$ cat src/inc/mrs_pkg.sv
`default_nettype none
package mrs_pkg;
  // Power-on stabilization counts, in bus clock cycles
  localparam int unsigned POR_SHORT_CYCLES = 16;
  localparam int unsigned POR_LONG_CYCLES = 4064;
  localparam int unsigned POR_CNT_W = 12;
  // I/O address area for illegal fetch detection
  localparam logic [15:0] IO_AREA_LO = 16'h0000;
  localparam logic [15:0] IO_AREA_HI = 16'h001F;
  // Reset vector location
  localparam logic [15:0] RESET_VEC_HI = 16'h03FE;
  localparam logic [15:0] RESET_VEC_LO = 16'h03FF;
  // Pin pulldown pulse length for internal resets
  localparam int unsigned PULLDOWN_CYCLES = 1;

  typedef enum logic [1:0] {
    MRS_POR_WAIT_OSC,
    MRS_POR_COUNT,
    MRS_POR_DONE
  } mrs_por_e;

  typedef struct packed {
    logic ext_pin;
    logic por;
    logic watchdog;
    logic illegal_fetch;
  } mrs_src_s;
endpackage : mrs_pkg
`default_nettype wire

$ cat src/hdl/mrs_reset_sequencer.sv
`timescale 1ns/1ns
`default_nettype none
module mrs_reset_sequencer (
  // Clock and power-up reset
  input wire logic clk_sys_i,
  input wire logic srst_i,
  // Oscillator and option bits
  input wire logic osc_ready_i,
  input wire logic opt_long_delay_i,
  input wire logic opt_watchdog_en_i,
  // Internal reset requests
  input wire logic watchdog_timeout_i,
  input wire logic fetch_valid_i,
  input wire logic [15:0] fetch_addr_i,
  // Reset pin
  input wire logic reset_pin_n_i,
  output logic reset_pin_o,
  output logic reset_pin_oe_n_o,
  // System reset and restart hints
  output logic sys_rst_o,
  output logic set_imask_o,
  output logic [15:0] vec_hi_addr_o,
  output logic [15:0] vec_lo_addr_o
);
  logic pin_meta_reg, pin_meta_next;
  logic pin_sync_reg, pin_sync_next;
  mrs_pkg::mrs_por_e por_state_reg, por_state_next;
  logic [mrs_pkg::POR_CNT_W-1:0] por_cnt_reg, por_cnt_next;
  logic wdt_pulse_reg, wdt_pulse_next;
  logic ilf_pulse_reg, ilf_pulse_next;
  logic rst_latch_reg, rst_latch_next;
  logic imask_reg, imask_next;
  logic [mrs_pkg::POR_CNT_W-1:0] por_target;
  logic illegal_hit;
  mrs_pkg::mrs_src_s src;
  logic [mrs_pkg::POR_CNT_W-1:0] chk_por_len_reg, chk_por_len_next;

  assign por_target = opt_long_delay_i ? mrs_pkg::POR_CNT_W'(mrs_pkg::POR_LONG_CYCLES) :
                      mrs_pkg::POR_CNT_W'(mrs_pkg::POR_SHORT_CYCLES);
  assign illegal_hit = fetch_valid_i && (fetch_addr_i >= mrs_pkg::IO_AREA_LO) &&
                       (fetch_addr_i <= mrs_pkg::IO_AREA_HI);

  // Two-stage synchroniser on the pin
  always_comb begin
    pin_meta_next = reset_pin_n_i;
    pin_sync_next = pin_meta_reg;
  end

  always_ff @(posedge clk_sys_i) begin
    if (srst_i) begin
      pin_meta_reg <= 1'b1;
      pin_sync_reg <= 1'b1;
    end else begin
      pin_meta_reg <= pin_meta_next;
      pin_sync_reg <= pin_sync_next;
    end
  end

  // Power-on delay, counted once the oscillator runs
  always_comb begin
    por_state_next = por_state_reg;
    por_cnt_next = por_cnt_reg;
    case (por_state_reg)
      mrs_pkg::MRS_POR_WAIT_OSC: begin
        por_cnt_next = '0;
        if (osc_ready_i) begin
          por_state_next = mrs_pkg::MRS_POR_COUNT;
        end
      end
      mrs_pkg::MRS_POR_COUNT: begin
        por_cnt_next = por_cnt_reg + 1'b1;
        if (por_cnt_reg + 1'b1 >= por_target) begin
          por_state_next = mrs_pkg::MRS_POR_DONE;
        end
      end
      mrs_pkg::MRS_POR_DONE: begin
        por_cnt_next = por_cnt_reg;
      end
      default: begin
        por_state_next = mrs_pkg::MRS_POR_WAIT_OSC;
        por_cnt_next = '0;
      end
    endcase
  end

  always_ff @(posedge clk_sys_i) begin
    if (srst_i) begin
      por_state_reg <= mrs_pkg::MRS_POR_WAIT_OSC;
      por_cnt_reg <= '0;
    end else begin
      por_state_reg <= por_state_next;
      por_cnt_reg <= por_cnt_next;
    end
  end

  // Single-cycle internal reset pulses, also drive the pin pulldown
  always_comb begin
    wdt_pulse_next = opt_watchdog_en_i && watchdog_timeout_i && !wdt_pulse_reg;
    ilf_pulse_next = illegal_hit && !ilf_pulse_reg;
  end

  always_ff @(posedge clk_sys_i) begin
    if (srst_i) begin
      wdt_pulse_reg <= 1'b0;
      ilf_pulse_reg <= 1'b0;
    end else begin
      wdt_pulse_reg <= wdt_pulse_next;
      ilf_pulse_reg <= ilf_pulse_next;
    end
  end

  // Any active source keeps the latch set
  always_comb begin
    src.ext_pin = !pin_sync_reg;
    src.por = (por_state_reg != mrs_pkg::MRS_POR_DONE);
    src.watchdog = wdt_pulse_reg;
    src.illegal_fetch = ilf_pulse_reg;
    rst_latch_next = |src;
    imask_next = imask_reg;
    if (rst_latch_reg) begin
      imask_next = 1'b1;
    end else begin
      imask_next = 1'b0;
    end
  end

  always_ff @(posedge clk_sys_i) begin
    if (srst_i) begin
      rst_latch_reg <= 1'b1;
      imask_reg <= 1'b1;
    end else begin
      rst_latch_reg <= rst_latch_next;
      imask_reg <= imask_next;
    end
  end

  assign sys_rst_o = rst_latch_reg;
  assign set_imask_o = imask_reg;
  assign vec_hi_addr_o = mrs_pkg::RESET_VEC_HI;
  assign vec_lo_addr_o = mrs_pkg::RESET_VEC_LO;
  assign reset_pin_o = 1'b0;
  assign reset_pin_oe_n_o = !(wdt_pulse_reg || ilf_pulse_reg);

  property p_wdt_one_cycle;
    @(posedge clk_sys_i) disable iff (srst_i)
      $fell(reset_pin_oe_n_o) |=> reset_pin_oe_n_o;
  endproperty
  a_wdt_one_cycle: assert property (p_wdt_one_cycle) else $error("pulldown longer than one cycle");

  property p_wdt_causes_pull;
    @(posedge clk_sys_i) disable iff (srst_i)
      (opt_watchdog_en_i && watchdog_timeout_i && !wdt_pulse_reg) |=> !reset_pin_oe_n_o;
  endproperty
  a_wdt_causes_pull: assert property (p_wdt_causes_pull) else $error("watchdog did not pull pin");

  property p_ilf_pull;
    @(posedge clk_sys_i) disable iff (srst_i)
      (illegal_hit && !ilf_pulse_reg) |=> (!reset_pin_oe_n_o ##1 sys_rst_o);
  endproperty
  a_ilf_pull: assert property (p_ilf_pull) else $error("illegal fetch reset missing");

  property p_ilf_range;
    @(posedge clk_sys_i) disable iff (srst_i)
      (fetch_valid_i && fetch_addr_i == 16'h0020 && !ilf_pulse_reg) |=> !ilf_pulse_reg;
  endproperty
  a_ilf_range: assert property (p_ilf_range) else $error("fetch above I/O area flagged");

  property p_pin_holds;
    @(posedge clk_sys_i) disable iff (srst_i)
      (!pin_sync_reg) |=> sys_rst_o;
  endproperty
  a_pin_holds: assert property (p_pin_holds) else $error("reset not held by low pin");

  // Check helper: cycles spent in the counting state
  always_comb begin
    chk_por_len_next = '0;
    if (por_state_reg == mrs_pkg::MRS_POR_COUNT) begin
      chk_por_len_next = chk_por_len_reg + 1'b1;
    end
  end

  always_ff @(posedge clk_sys_i) begin
    if (srst_i) begin
      chk_por_len_reg <= '0;
    end else begin
      chk_por_len_reg <= chk_por_len_next;
    end
  end

  property p_por_len;
    @(posedge clk_sys_i) disable iff (srst_i)
      (por_state_reg == mrs_pkg::MRS_POR_DONE && $past(por_state_reg) == mrs_pkg::MRS_POR_COUNT) |->
        (chk_por_len_reg == (opt_long_delay_i ? mrs_pkg::POR_CNT_W'(mrs_pkg::POR_LONG_CYCLES) :
                             mrs_pkg::POR_CNT_W'(mrs_pkg::POR_SHORT_CYCLES)));
  endproperty
  a_por_len: assert property (p_por_len) else $error("power-on delay wrong");

  property p_por_held;
    @(posedge clk_sys_i) disable iff (srst_i)
      (por_state_reg != mrs_pkg::MRS_POR_DONE) |=> sys_rst_o;
  endproperty
  a_por_held: assert property (p_por_held) else $error("reset released during power-on");

  property p_release;
    @(posedge clk_sys_i) disable iff (srst_i)
      $fell(sys_rst_o) |-> $past(src) == '0;
  endproperty
  a_release: assert property (p_release) else $error("released with source active");

  property p_imask;
    @(posedge clk_sys_i) disable iff (srst_i)
      $fell(sys_rst_o) |-> set_imask_o;
  endproperty
  a_imask: assert property (p_imask) else $error("interrupt mask not set at release");

  property p_any_src;
    @(posedge clk_sys_i) disable iff (srst_i)
      (src != '0) |=> sys_rst_o;
  endproperty
  a_any_src: assert property (p_any_src) else $error("active source did not hold reset");

  property p_idle_release;
    @(posedge clk_sys_i) disable iff (srst_i)
      (src == '0) |=> !sys_rst_o;
  endproperty
  a_idle_release: assert property (p_idle_release) else $error("reset kept with no source");

  property p_rst_cause;
    @(posedge clk_sys_i) disable iff (srst_i)
      $rose(sys_rst_o) |-> ($past(src) != '0);
  endproperty
  a_rst_cause: assert property (p_rst_cause) else $error("reset raised without source");

  property p_wdt_off;
    @(posedge clk_sys_i) disable iff (srst_i)
      !opt_watchdog_en_i |=> !wdt_pulse_reg;
  endproperty
  a_wdt_off: assert property (p_wdt_off) else $error("watchdog reset while disabled");

  property p_wdt_single;
    @(posedge clk_sys_i) disable iff (srst_i)
      wdt_pulse_reg |=> !wdt_pulse_reg;
  endproperty
  a_wdt_single: assert property (p_wdt_single) else $error("watchdog pulse too long");

  property p_ilf_single;
    @(posedge clk_sys_i) disable iff (srst_i)
      ilf_pulse_reg |=> !ilf_pulse_reg;
  endproperty
  a_ilf_single: assert property (p_ilf_single) else $error("illegal fetch pulse too long");

  property p_ilf_hit;
    @(posedge clk_sys_i) disable iff (srst_i)
      (fetch_valid_i && fetch_addr_i <= mrs_pkg::IO_AREA_HI && !ilf_pulse_reg) |=> ilf_pulse_reg;
  endproperty
  a_ilf_hit: assert property (p_ilf_hit) else $error("fetch in I/O area not flagged");

  property p_osc_wait;
    @(posedge clk_sys_i) disable iff (srst_i)
      (por_state_reg == mrs_pkg::MRS_POR_WAIT_OSC && !osc_ready_i) |=> (por_state_reg == mrs_pkg::MRS_POR_WAIT_OSC);
  endproperty
  a_osc_wait: assert property (p_osc_wait) else $error("delay started before oscillator");

  property p_por_final;
    @(posedge clk_sys_i) disable iff (srst_i)
      (por_state_reg == mrs_pkg::MRS_POR_DONE) |=> (por_state_reg == mrs_pkg::MRS_POR_DONE);
  endproperty
  a_por_final: assert property (p_por_final) else $error("power-on delay restarted");

  property p_imask_in_rst;
    @(posedge clk_sys_i) disable iff (srst_i)
      sys_rst_o |=> set_imask_o;
  endproperty
  a_imask_in_rst: assert property (p_imask_in_rst) else $error("interrupt mask clear in reset");

  property p_pull_value;
    @(posedge clk_sys_i) disable iff (srst_i)
      !reset_pin_oe_n_o |-> !reset_pin_o;
  endproperty
  a_pull_value: assert property (p_pull_value) else $error("pin driven high");

  property p_pin_sync;
    @(posedge clk_sys_i) disable iff (srst_i)
      !pin_meta_reg |=> !pin_sync_reg;
  endproperty
  a_pin_sync: assert property (p_pin_sync) else $error("pin synchroniser lost low level");

  c_wdt: cover property (@(posedge clk_sys_i) disable iff (srst_i) wdt_pulse_reg ##1 !sys_rst_o);
  c_ilf: cover property (@(posedge clk_sys_i) disable iff (srst_i) ilf_pulse_reg && !pin_sync_reg);
  c_release: cover property (@(posedge clk_sys_i) disable iff (srst_i) $fell(sys_rst_o));
  c_por_long: cover property (@(posedge clk_sys_i) disable iff (srst_i) opt_long_delay_i && $fell(sys_rst_o));
  c_wdt_pin: cover property (@(posedge clk_sys_i) disable iff (srst_i) wdt_pulse_reg && !pin_sync_reg);
endmodule : mrs_reset_sequencer
`default_nettype wire

$ cat config.mk
export PLATFORM = sky130hd
export DESIGN_NAME = mrs_reset_sequencer
export DESIGN_NICKNAME = d
export VERILOG_FILES = /design/src/inc/mrs_pkg.sv /design/src/hdl/mrs_reset_sequencer.sv
export SDC_FILE = /design/constraint.sdc
export NUM_CORES = 1
export LEC_CHECK = 0
export BUFFER_PORTS_ARGS = -buffer_cell sky130_fd_sc_hd__buf_4
export CAP_MARGIN = 0
export CORE_MARGIN = 2
export CORE_UTILIZATION = 51
export CTS_CLUSTER_SIZE = 16
export DETAILED_ROUTE_END_ITERATION = 7
export HOLD_SLACK_MARGIN = 0.12
export PLACE_DENSITY = 0.9
export SLEW_MARGIN = 40
export SYNTH_ARGS = -nofsm -noshare
export SYNTH_HDL_FRONTEND = slang
export SYNTH_SLANG_ARGS = --single-unit
$ cat constraint.sdc
create_clock -name clk_sys_i -period 4.54 [get_ports clk_sys_i]
set_clock_uncertainty 0.05 [all_clocks]
set_input_delay 0.681 -clock clk_sys_i [delete_from_list [all_inputs] [get_ports clk_sys_i]]
set_output_delay 0.681 -clock clk_sys_i [all_outputs]
set_load 0.05 [all_outputs]
==> metrics.md, run 1 <==
| Metric | Value |
|---|---|
| Slew Limit Headroom | 0.605 |
| Initial Util | 0.550 |
| Vias post-DR | 1080 |
| Post-CTS Hold Fix Bufs | 0 |
| Fmax | 0.390 GHz |
| Worst Max-Slew Pin Slew | 589 ps |
| Gate Count Post-Synth | 163 |
| Drt wl/cell | 11.1 um |
| Core ar. | 2520 um^2 |
| Die Area | 3150 um^2 |
| Worst-path clk slew | 110 ps |
| #FFs+latches synth | 20 |
| Crit path max fanout | 6 |
| Antenna diodes | 0 |
| Hold Path Depth | 1 |
| HP Class | flip-flop to flip-flop |
| First-pass GRT wire length | 3900 um |
| Synth area leaders | dfxtp_1 29%, buf_4 18%, ha_1 8.1% |
| Top-level I/O count | 60 |
| Layout fillers | 240 |
| Placer Congestion | 0.891 |
| Die W | 56.1 um |
| Clock Tree Buf Depth | 2 |
| Starting DRT DRC Count | 29 |
| Post-CTS Setup Bufs | 0 |
| Layout area overhead | 7.67% |
| WL final | 2350 um |
| Num rows | 18 |
| Final setup viols | 0 |
| Critical path class | flip-flop to flip-flop |
| Remaining DRCs | 0 |
| Post-DP HPWL | 1870 um |
| Placed insts | 209 |
| Final Max Slew Viols | 0 |
| TritonCTS clock tree | yes |
| Final-report hold violation count | 0 |
| Post-CTS Resized | 0 |
| Power density over the cells | 281 nW/um^2 |
| H-tree lvl count | 1 |
| RSZ-0062 raised after global routing | no |
| Register-to-Register Path Depth | 8 |
| CTS Buf Count | 3 |
| Initial antenna violation count | 0 |
| Crit share post-route | 0.564 |
| Vias in the first global route | 942 |
| First-pass DRT Iterations | 4 |
| Largest register FFs | 12 |
| Min Tclk post-route | 2560 ps |
| Post-synthesis cell area | 1390 um^2 |
| Clock latency on the worst-skew pair | 300 ps |
| Commonest non-fill, non-tap cell in the layout | conb_1 |
| Routed Antenna Nets | 0 |
| Worst vdd ir | 237 uV |
| Arr. time, crit path | 2720 ps |
| Startpoint Class | flip-flop |
| Via/cell ratio | 5.07 |
| Worst endpoint required time | 4690 ps |
| Crit end category | flip-flop |
| Async set or reset register ratio after synthesis | 0 |
| Total of max-cap violations | 0 |
| Post-synth top area share | 0.289 |
| Post-synth EDFFs | 0 |
| Synth warnings | 0 |
| Share of layout cells above drive strength 1 | 0.213 |
| Setup TNS | 0 ps |
| Mean Syn Cell Area | 8.51 um^2 |
| Number of nets in the layout | 217 |
| Die H | 56.1 um |
| Dpl ws | 2000 ps |
| Fin worst setup slack | 1980 ps |
| Status | complete, no violations |
| Sinks on the clock net | 20 |
| Seq/Total Area, Yosys | 0.289 |
| Clock Tree Root | clkbuf_4 |
| Util after Layout | 0.592 |
| Commonest cells after routing, fill and taps aside | 33 x conb_1, 21 x buf_4, 20 x dfxtp_1 |
| Primary FF master, synth | dfxtp_1 |
| Port bufs | 21 |
| Leakage power | 0.689 nW |
| Fin cells | 213 |
| Largest net degree at the start of global routing | 20 |
| Yosys top cell by area | dfxtp_1 |
| Hold slack final | 358 ps |
| Distinct cells, synth | 38 |
| Total global routing overflow | 0 |
| Overall routing resource usage | 0.149 |
## metal layers
metal	wire (um)	share of wire	up-vias	GRT usage
met3	181	0.077	2	0.0163
li1	-	-	535	-
met5	0	0	-	0
met4	18	0.0076	0	0.0544
met1	998	0.42	496	0.193
met2	1160	0.49	47	0.255
## kinds of logic after synthesis
family                   synth area share
XOR/XNOR                           0.0686
AND/OR/NAND/NOR                     0.255
other                             0.00542
AO/OA/AOI/OAI                       0.107
adder cells (fa/ha/maj)            0.0812
buffers and inverters               0.193
flip-flops                          0.289
## power by group
group          total (mW)  internal, mW  leakage, nW  switching (mW)
registers           0.180         0.178        0.162         0.00215
clock network       0.145        0.0892       0.0279          0.0563
logic              0.0941        0.0175        0.499          0.0766
total               0.420         0.285        0.689           0.135
## worst max-delay path, cell delays in order (launching register included)
cell,delay (ps)
dfxtp_1,490
nand4_4,190
nor3_1,410
xor2_1,140
ha_1,320
nand4_1,160
nor4_1,450
o41a_1,220
nor3_2,40
## cell type report
type,instances,area (um^2),area share
Tap cell,30,37.5,0.0251
Inverter,2,7.51,0.00503
Timing Repair Buffer,21,158,0.106
Sequential cell,20,400,0.268
Clock inverter,1,30.0,0.0201
Clock buffer,3,22.5,0.0151
Multi-Input combinational cell,136,837,0.561
## synth_stat cells, types with 2 or more instances
library cell	count
buf_4	33
dfxtp_1	20
nor2_1	19
nand2_1	12
ha_1	9
a21oi_1	7
a22oi_1	6
xor2_1	6
nand4_1	3
nor2_2	3
nor2b_1	3
nor4_1	3
o21ai_0	3
or2_2	3
xnor2_1	3
clkbuf_1	2
conb_1	2
inv_1	2
nand3_1	2
nand3_2	2
nor3_1	2
o41a_1	2
## metrics by stage
stage	cell area [um^2]	power (mW)
after floorplan	1500	0.283
after global placement	1440	0.276
after detailed placement	1440	0.278
after CTS	1490	0.422
after global routing	1490	0.436
final	1490	0.420
## final timing paths
check / start / to / slack (ps)
min: pin_sync_reg$_SDFF_PP1_ / sys_rst_o$_SDFF_PP1_ / 360
max reg2reg: por_cnt_reg[3]$_SDFFE_PP0P_ / por_state_reg[0]$_SDFFE_PP0P_ / 1980
min reg2reg: pin_sync_reg$_SDFF_PP1_ / sys_rst_o$_SDFF_PP1_ / 360
max: por_cnt_reg[3]$_SDFFE_PP0P_ / por_state_reg[0]$_SDFFE_PP0P_ / 1980
Note: power is estimated with default switching activity, not from simulation.
==> run 2, diff against run 1 <==
Settings changed: CORE_UTILIZATION 51 to 47, PLACE_DENSITY 0.9 to 0.84.
Clock period 4.54 ns to 2.6 ns, I/O delays scaled along.
==> run 2 against run 1 <==
Effect of this change: critical path depth up 1; via count is 2.3% lower; count of clock-buffer cells in the layout is the same; wire length is 2.4% higher; register-to-register slack lost 1800 ps; critical path type unchanged; largest power group unchanged.
==> metrics.md, run 2 (synthesized netlist as in run 1, its figures left out) <==
| Metric | Value |
|---|---|
| Status | complete, no violations |
| Post-CTS Setup Bufs | 0 |
| Clock latency on the worst-skew pair | 310 ps |
| Die W | 58.3 um |
| Initial antenna violation count | 0 |
| Post-DP HPWL | 1870 um |
| Layout area overhead | 8.66% |
| Sinks on the clock net | 20 |
| Routed Antenna Nets | 0 |
| Crit path max fanout | 6 |
| First-pass DRT Iterations | 4 |
| RSZ-0062 raised after global routing | no |
| Slowest stage cell, crit path | dfxtp_1 |
| Startpoint Class | flip-flop |
| Clock Tree Buf Depth | 2 |
| Die H | 58.3 um |
| Reg2Reg Setup Slack | 220 ps |
| Port bufs | 21 |
| Remaining DRCs | 0 |
| CTS Buf Count | 3 |
| Crit end category | flip-flop |
| Commonest non-fill, non-tap cell in the layout | conb_1 |
| Layout fillers | 266 |
| Vias in the first global route | 988 |
| Worst-path clk slew | 120 ps |
| Fmax | 0.420 GHz |
| Critical path class | flip-flop to flip-flop |
| Post-CTS Hold Fix Bufs | 0 |
| CP Cell Sequence | nand3_2 -> nor2_1 -> xor2_1 -> ha_1 -> nor2b_1 -> o211ai_1 -> a21oi_1 -> o41a_1 -> nor3_2 |
| Num rows | 19 |
| Starting DRT DRC Count | 17 |
| CP Launch Point | por_cnt_reg[2]$_SDFFE_PP0P_ |
| Leakage power | 0.700 nW |
| Power density over the cells | 491 nW/um^2 |
| Initial Util | 0.498 |
| Final Max Slew Viols | 0 |
| Largest net degree at the start of global routing | 20 |
| Antenna diodes | 0 |
| Largest register FFs | 12 |
| Placer Congestion | 0.873 |
| Hold_sp | reset_pin_n_i |
| Via/cell ratio | 4.88 |
| Drt wl/cell | 11.2 um |
| Worst vdd ir | 342 uV |
| Number of nets in the layout | 219 |
| Overall routing resource usage | 0.149 |
| DP Area | 1450 um^2 |
| First-pass GRT wire length | 3950 um |
| TritonCTS clock tree | yes |
| Fin area | 1510 um^2 |
| Min Tclk post-route | 2380 ps |
| Core ar. | 2780 um^2 |
| Final setup viols | 0 |
| Vias post-DR | 1055 |
| Arr. time, crit path | 2580 ps |
| Clock Tree Root | clkbuf_4 |
| H-tree lvl count | 1 |
| Share of layout cells above drive strength 1 | 0.216 |
| Top-level I/O count | 60 |
| Setup TNS | 0 ps |
| R2R Path Start | por_cnt_reg[2]$_SDFFE_PP0P_ |
| Worst endpoint required time | 2800 ps |
| HP Class | input port to flip-flop |
| Die Area | 3400 um^2 |
| Final-report hold violation count | 0 |
| CP max stage delay | 470 ps |
| Crit share post-route | 0.916 |
| Total global routing overflow | 0 |
| Post-CTS Resized | 0 |
| Commonest cells after routing, fill and taps aside | 33 x conb_1, 23 x buf_4, 20 x dfxtp_1 |
| WL final | 2410 um |
| Total of max-cap violations | 0 |
==> run 2: cell types whose count changed in the layout (fill, tap and decap cells not counted) <==
cell / previous run / this run
buf_4: 21 / 23
nor2b_1: 2 / 3
nor2b_2: 1 / 0
==> run 2: cell type report <==
cell class,instances,area (um^2),area share
sequential,20,400,0.266
inverter,2,7.51,0.00498
multi-input combinational,136,835,0.554
timing repair buffer,23,173,0.115
clock buffer,3,22.5,0.0150
tap,31,38.8,0.0257
clock inverter,1,30.0,0.0199
==> run 2: final timing paths <==
kind	to	cells past startpoint
worst max-delay path	por_state_reg[0]$_SDFFE_PP0P_	9
worst min-delay path	pin_meta_reg$_SDFF_PP1_	2
worst max register to register	por_state_reg[0]$_SDFFE_PP0P_	9
worst min register to register	sys_rst_o$_SDFF_PP1_	1
==> run 2: metrics by stage <==
stage                     setup slack (ps)  hold WS (ps)  instances  total power, mW   util
after floorplan                        439           320        194            0.495      -
after global placement                 283           333        212            0.483  0.523
after detailed placement               236           343        212            0.485  0.523
after CTS                              218           207        216            0.743  0.542
after global routing                  27.5           195        216            0.767  0.542
final                                  219           208        216            0.740  0.542
==> run 2: power breakdown <==
part	switching, mW	internal [mW]	leakage [nW]
combinational	0.134	0.0305	0.510
clock	0.105	0.156	0.0279
sequential	0.00321	0.311	0.162
==> run 2: layer usage <==
metal | global-route usage | share of wire | routed length, um | up-vias
li1 | - | - | - | 540
met1 | 0.180 | 0.43 | 1040 | 479
met2 | 0.266 | 0.51 | 1220 | 34
met3 | 0.0220 | 0.057 | 137 | 2
met4 | 0.0565 | 0.0041 | 10 | 0
met5 | 0 | 0 | 0 | -
==> run 2: worst max-delay path: cells and delay by family, from the launching register on <==
kind	cells	cell delay, ps
simple gates	4	630
compound gates	3	690
flops	1	470
fa+ha+maj	1	280
xor+xnor	1	220
==> run 3, diff against run 2 <==
Settings changed: REMOVE_ABC_BUFFERS set to 1.
==> run 3 against run 2 <==
Effect of this change: die area stayed put; sequential share of layout area grew 0.29 points; sequential power hardly changed; first-iteration DRC count rose by 35%; register-to-register slack about the same; critical path depth shrank 1; setup slack improved by 4.4 ps; global-route usage increased by 0.12 points; combinational power about the same; critical path type unchanged; critical endpoint unchanged.
==> metrics.md, run 3 (synthesized netlist as in run 1, its figures left out) <==
| Metric | Value |
|---|---|
| Clock Tree Buf Depth | 2 |
| Vias post-DR | 1074 |
| CP bufs+invs | 0 |
| Largest register FFs | 12 |
| Fmax | 0.421 GHz |
| Status | complete, no violations |
| Initial antenna violation count | 0 |
| RSZ-0062 raised after global routing | no |
| Placer Congestion | 0.843 |
| First-pass GRT wire length | 4000 um |
| Crit share post-route | 0.914 |
| Remaining DRCs | 0 |
| CP top delay family | simple AND/OR/NAND/NOR gates |
| Layout area overhead | 7.49% |
| Antenna diodes | 0 |
| Sinks on the clock net | 20 |
| Die W | 58.3 um |
| Clock latency on the worst-skew pair | 300 ps |
| Commonest cells after routing, fill and taps aside | 33 x conb_1, 23 x buf_4, 20 x dfxtp_1 |
| Total of max-cap violations | 0 |
| TritonCTS clock tree | yes |
| Total global routing overflow | 0 |
| Commonest non-fill, non-tap cell in the layout | conb_1 |
| Clock Tree Root | clkbuf_4 |
| Fin area | 1490 um^2 |
| Post-DP HPWL | 1910 um |
| WL final | 2340 um |
| Placed insts | 212 |
| Top-level I/O count | 60 |
| First-pass DRT Iterations | 4 |
| Register-to-Register Path Depth | 8 |
| Setup TNS | 0 ps |
| Initial Util | 0.498 |
| Post-CTS Hold Fix Bufs | 0 |
| Fin cells | 216 |
| Power density over the cells | 440 nW/um^2 |
| Min Tclk post-route | 2380 ps |
| Die Area | 3400 um^2 |
| CTS Buf Count | 3 |
| H-tree lvl count | 1 |
| Slowest stage cell, crit path | dfxtp_1 |
| Via/cell ratio | 4.97 |
| Num rows | 19 |
| Final Max Slew Viols | 0 |
| Arr. time, crit path | 2520 ps |
| DP Area | 1450 um^2 |
| Overall routing resource usage | 0.150 |
| HP Class | input port to flip-flop |
| Critical path class | flip-flop to flip-flop |
| Crit path max fanout | 5 |
| Crit end category | flip-flop |
| Worst r2r dst | por_state_reg[0]$_SDFFE_PP0P_ |
| Final-report hold violation count | 0 |
| Post-CTS Resized | 0 |
| Reg2Reg Setup Slack | 220 ps |
| Worst vdd ir | 346 uV |
| R2R Path Start | por_cnt_reg[4]$_SDFFE_PP0P_ |
| Routed Antenna Nets | 0 |
| Port bufs | 21 |
| Number of nets in the layout | 219 |
| Largest net degree at the start of global routing | 20 |
| Worst-path clk slew | 110 ps |
| Hold Path Depth | 2 |
| Vias in the first global route | 938 |
| CP max stage delay | 460 ps |
| Share of layout cells above drive strength 1 | 0.216 |
| Hold_sp | reset_pin_n_i |
| Drt wl/cell | 10.8 um |
| Final setup viols | 0 |
| Hold endpoint | pin_meta_reg$_SDFF_PP1_ |
| CP Cell Sequence | nand4_4 -> nor3_1 -> xor2_1 -> ha_1 -> nand4_1 -> nor4_1 -> o41a_1 -> nor3_2 |
| Post-CTS Setup Bufs | 0 |
| Starting DRT DRC Count | 23 |
| Leakage power | 0.693 nW |
| Startpoint Class | flip-flop |
| Core ar. | 2780 um^2 |
| Worst endpoint required time | 2740 ps |
| Die H | 58.3 um |
-- run 3: power breakdown --
group	leakage [nW]	switching (mW)	internal, mW
Clock	0.0210	0.0920	0.0854
Sequential	0.162	0.00310	0.311
Combinational	0.510	0.134	0.0306
Total	0.693	0.229	0.427
-- run 3: layout make-up --
| cell class | count | area [um^2] |
|---|---|---|
| Clock buffer | 4 | 36.3 |
| Timing Repair Buffer | 23 | 173 |
| Tap cell | 31 | 38.8 |
| Fill cell | 281 | 1290 |
| Sequential cell | 20 | 400 |
| Inverter | 2 | 7.51 |
| Multi-Input combinational cell | 136 | 835 |
-- run 3: worst max-delay path by stage --
stage	startpoint	end	slack, ps	cells after the start
after floorplan	por_cnt_reg[3]$_SDFFE_PP0P_	por_state_reg[0]$_SDFFE_PP0P_	440	8
after global placement	por_cnt_reg[4]$_SDFFE_PP0P_	por_state_reg[0]$_SDFFE_PP0P_	270	8
after detailed placement	por_cnt_reg[5]$_SDFFE_PP0P_	por_state_reg[0]$_SDFFE_PP0P_	200	8
after CTS	por_cnt_reg[5]$_SDFFE_PP0P_	por_state_reg[0]$_SDFFE_PP0P_	190	8
after global routing	por_cnt_reg[4]$_SDFFE_PP0P_	por_state_reg[0]$_SDFFE_PP0P_	40	8
final	por_cnt_reg[4]$_SDFFE_PP0P_	por_state_reg[0]$_SDFFE_PP0P_	220	8
-- run 3: per-stage QoR --
step | utilization | power [mW] | setup slack (ps) | hold WS [ps]
after floorplan | - | 0.452 | 445 | 320
after global placement | 0.523 | 0.483 | 274 | 326
after detailed placement | 0.523 | 0.485 | 198 | 332
after CTS | 0.536 | 0.663 | 194 | 216
after global routing | 0.536 | 0.689 | 35.9 | 216
final | 0.536 | 0.656 | 223 | 220
-- run 3: per-layer routing --
layer | wire length [um] | GRT usage | vias to the layer above
met3 | 199 | 0.0198 | 2
met4 | 17 | 0.0498 | 0
li1 | - | - | 536
met1 | 1010 | 0.200 | 485
met2 | 1110 | 0.252 | 51
met5 | 0 | 0 | -
-- run 3: worst reg2reg max path, stage by stage (launching register included) --
cell	delay, ps
dfxtp_1	460
nand4_4	190
nor3_1	390
xor2_1	120
ha_1	310
nand4_1	140
nor4_1	380
o41a_1	210
nor3_2	40
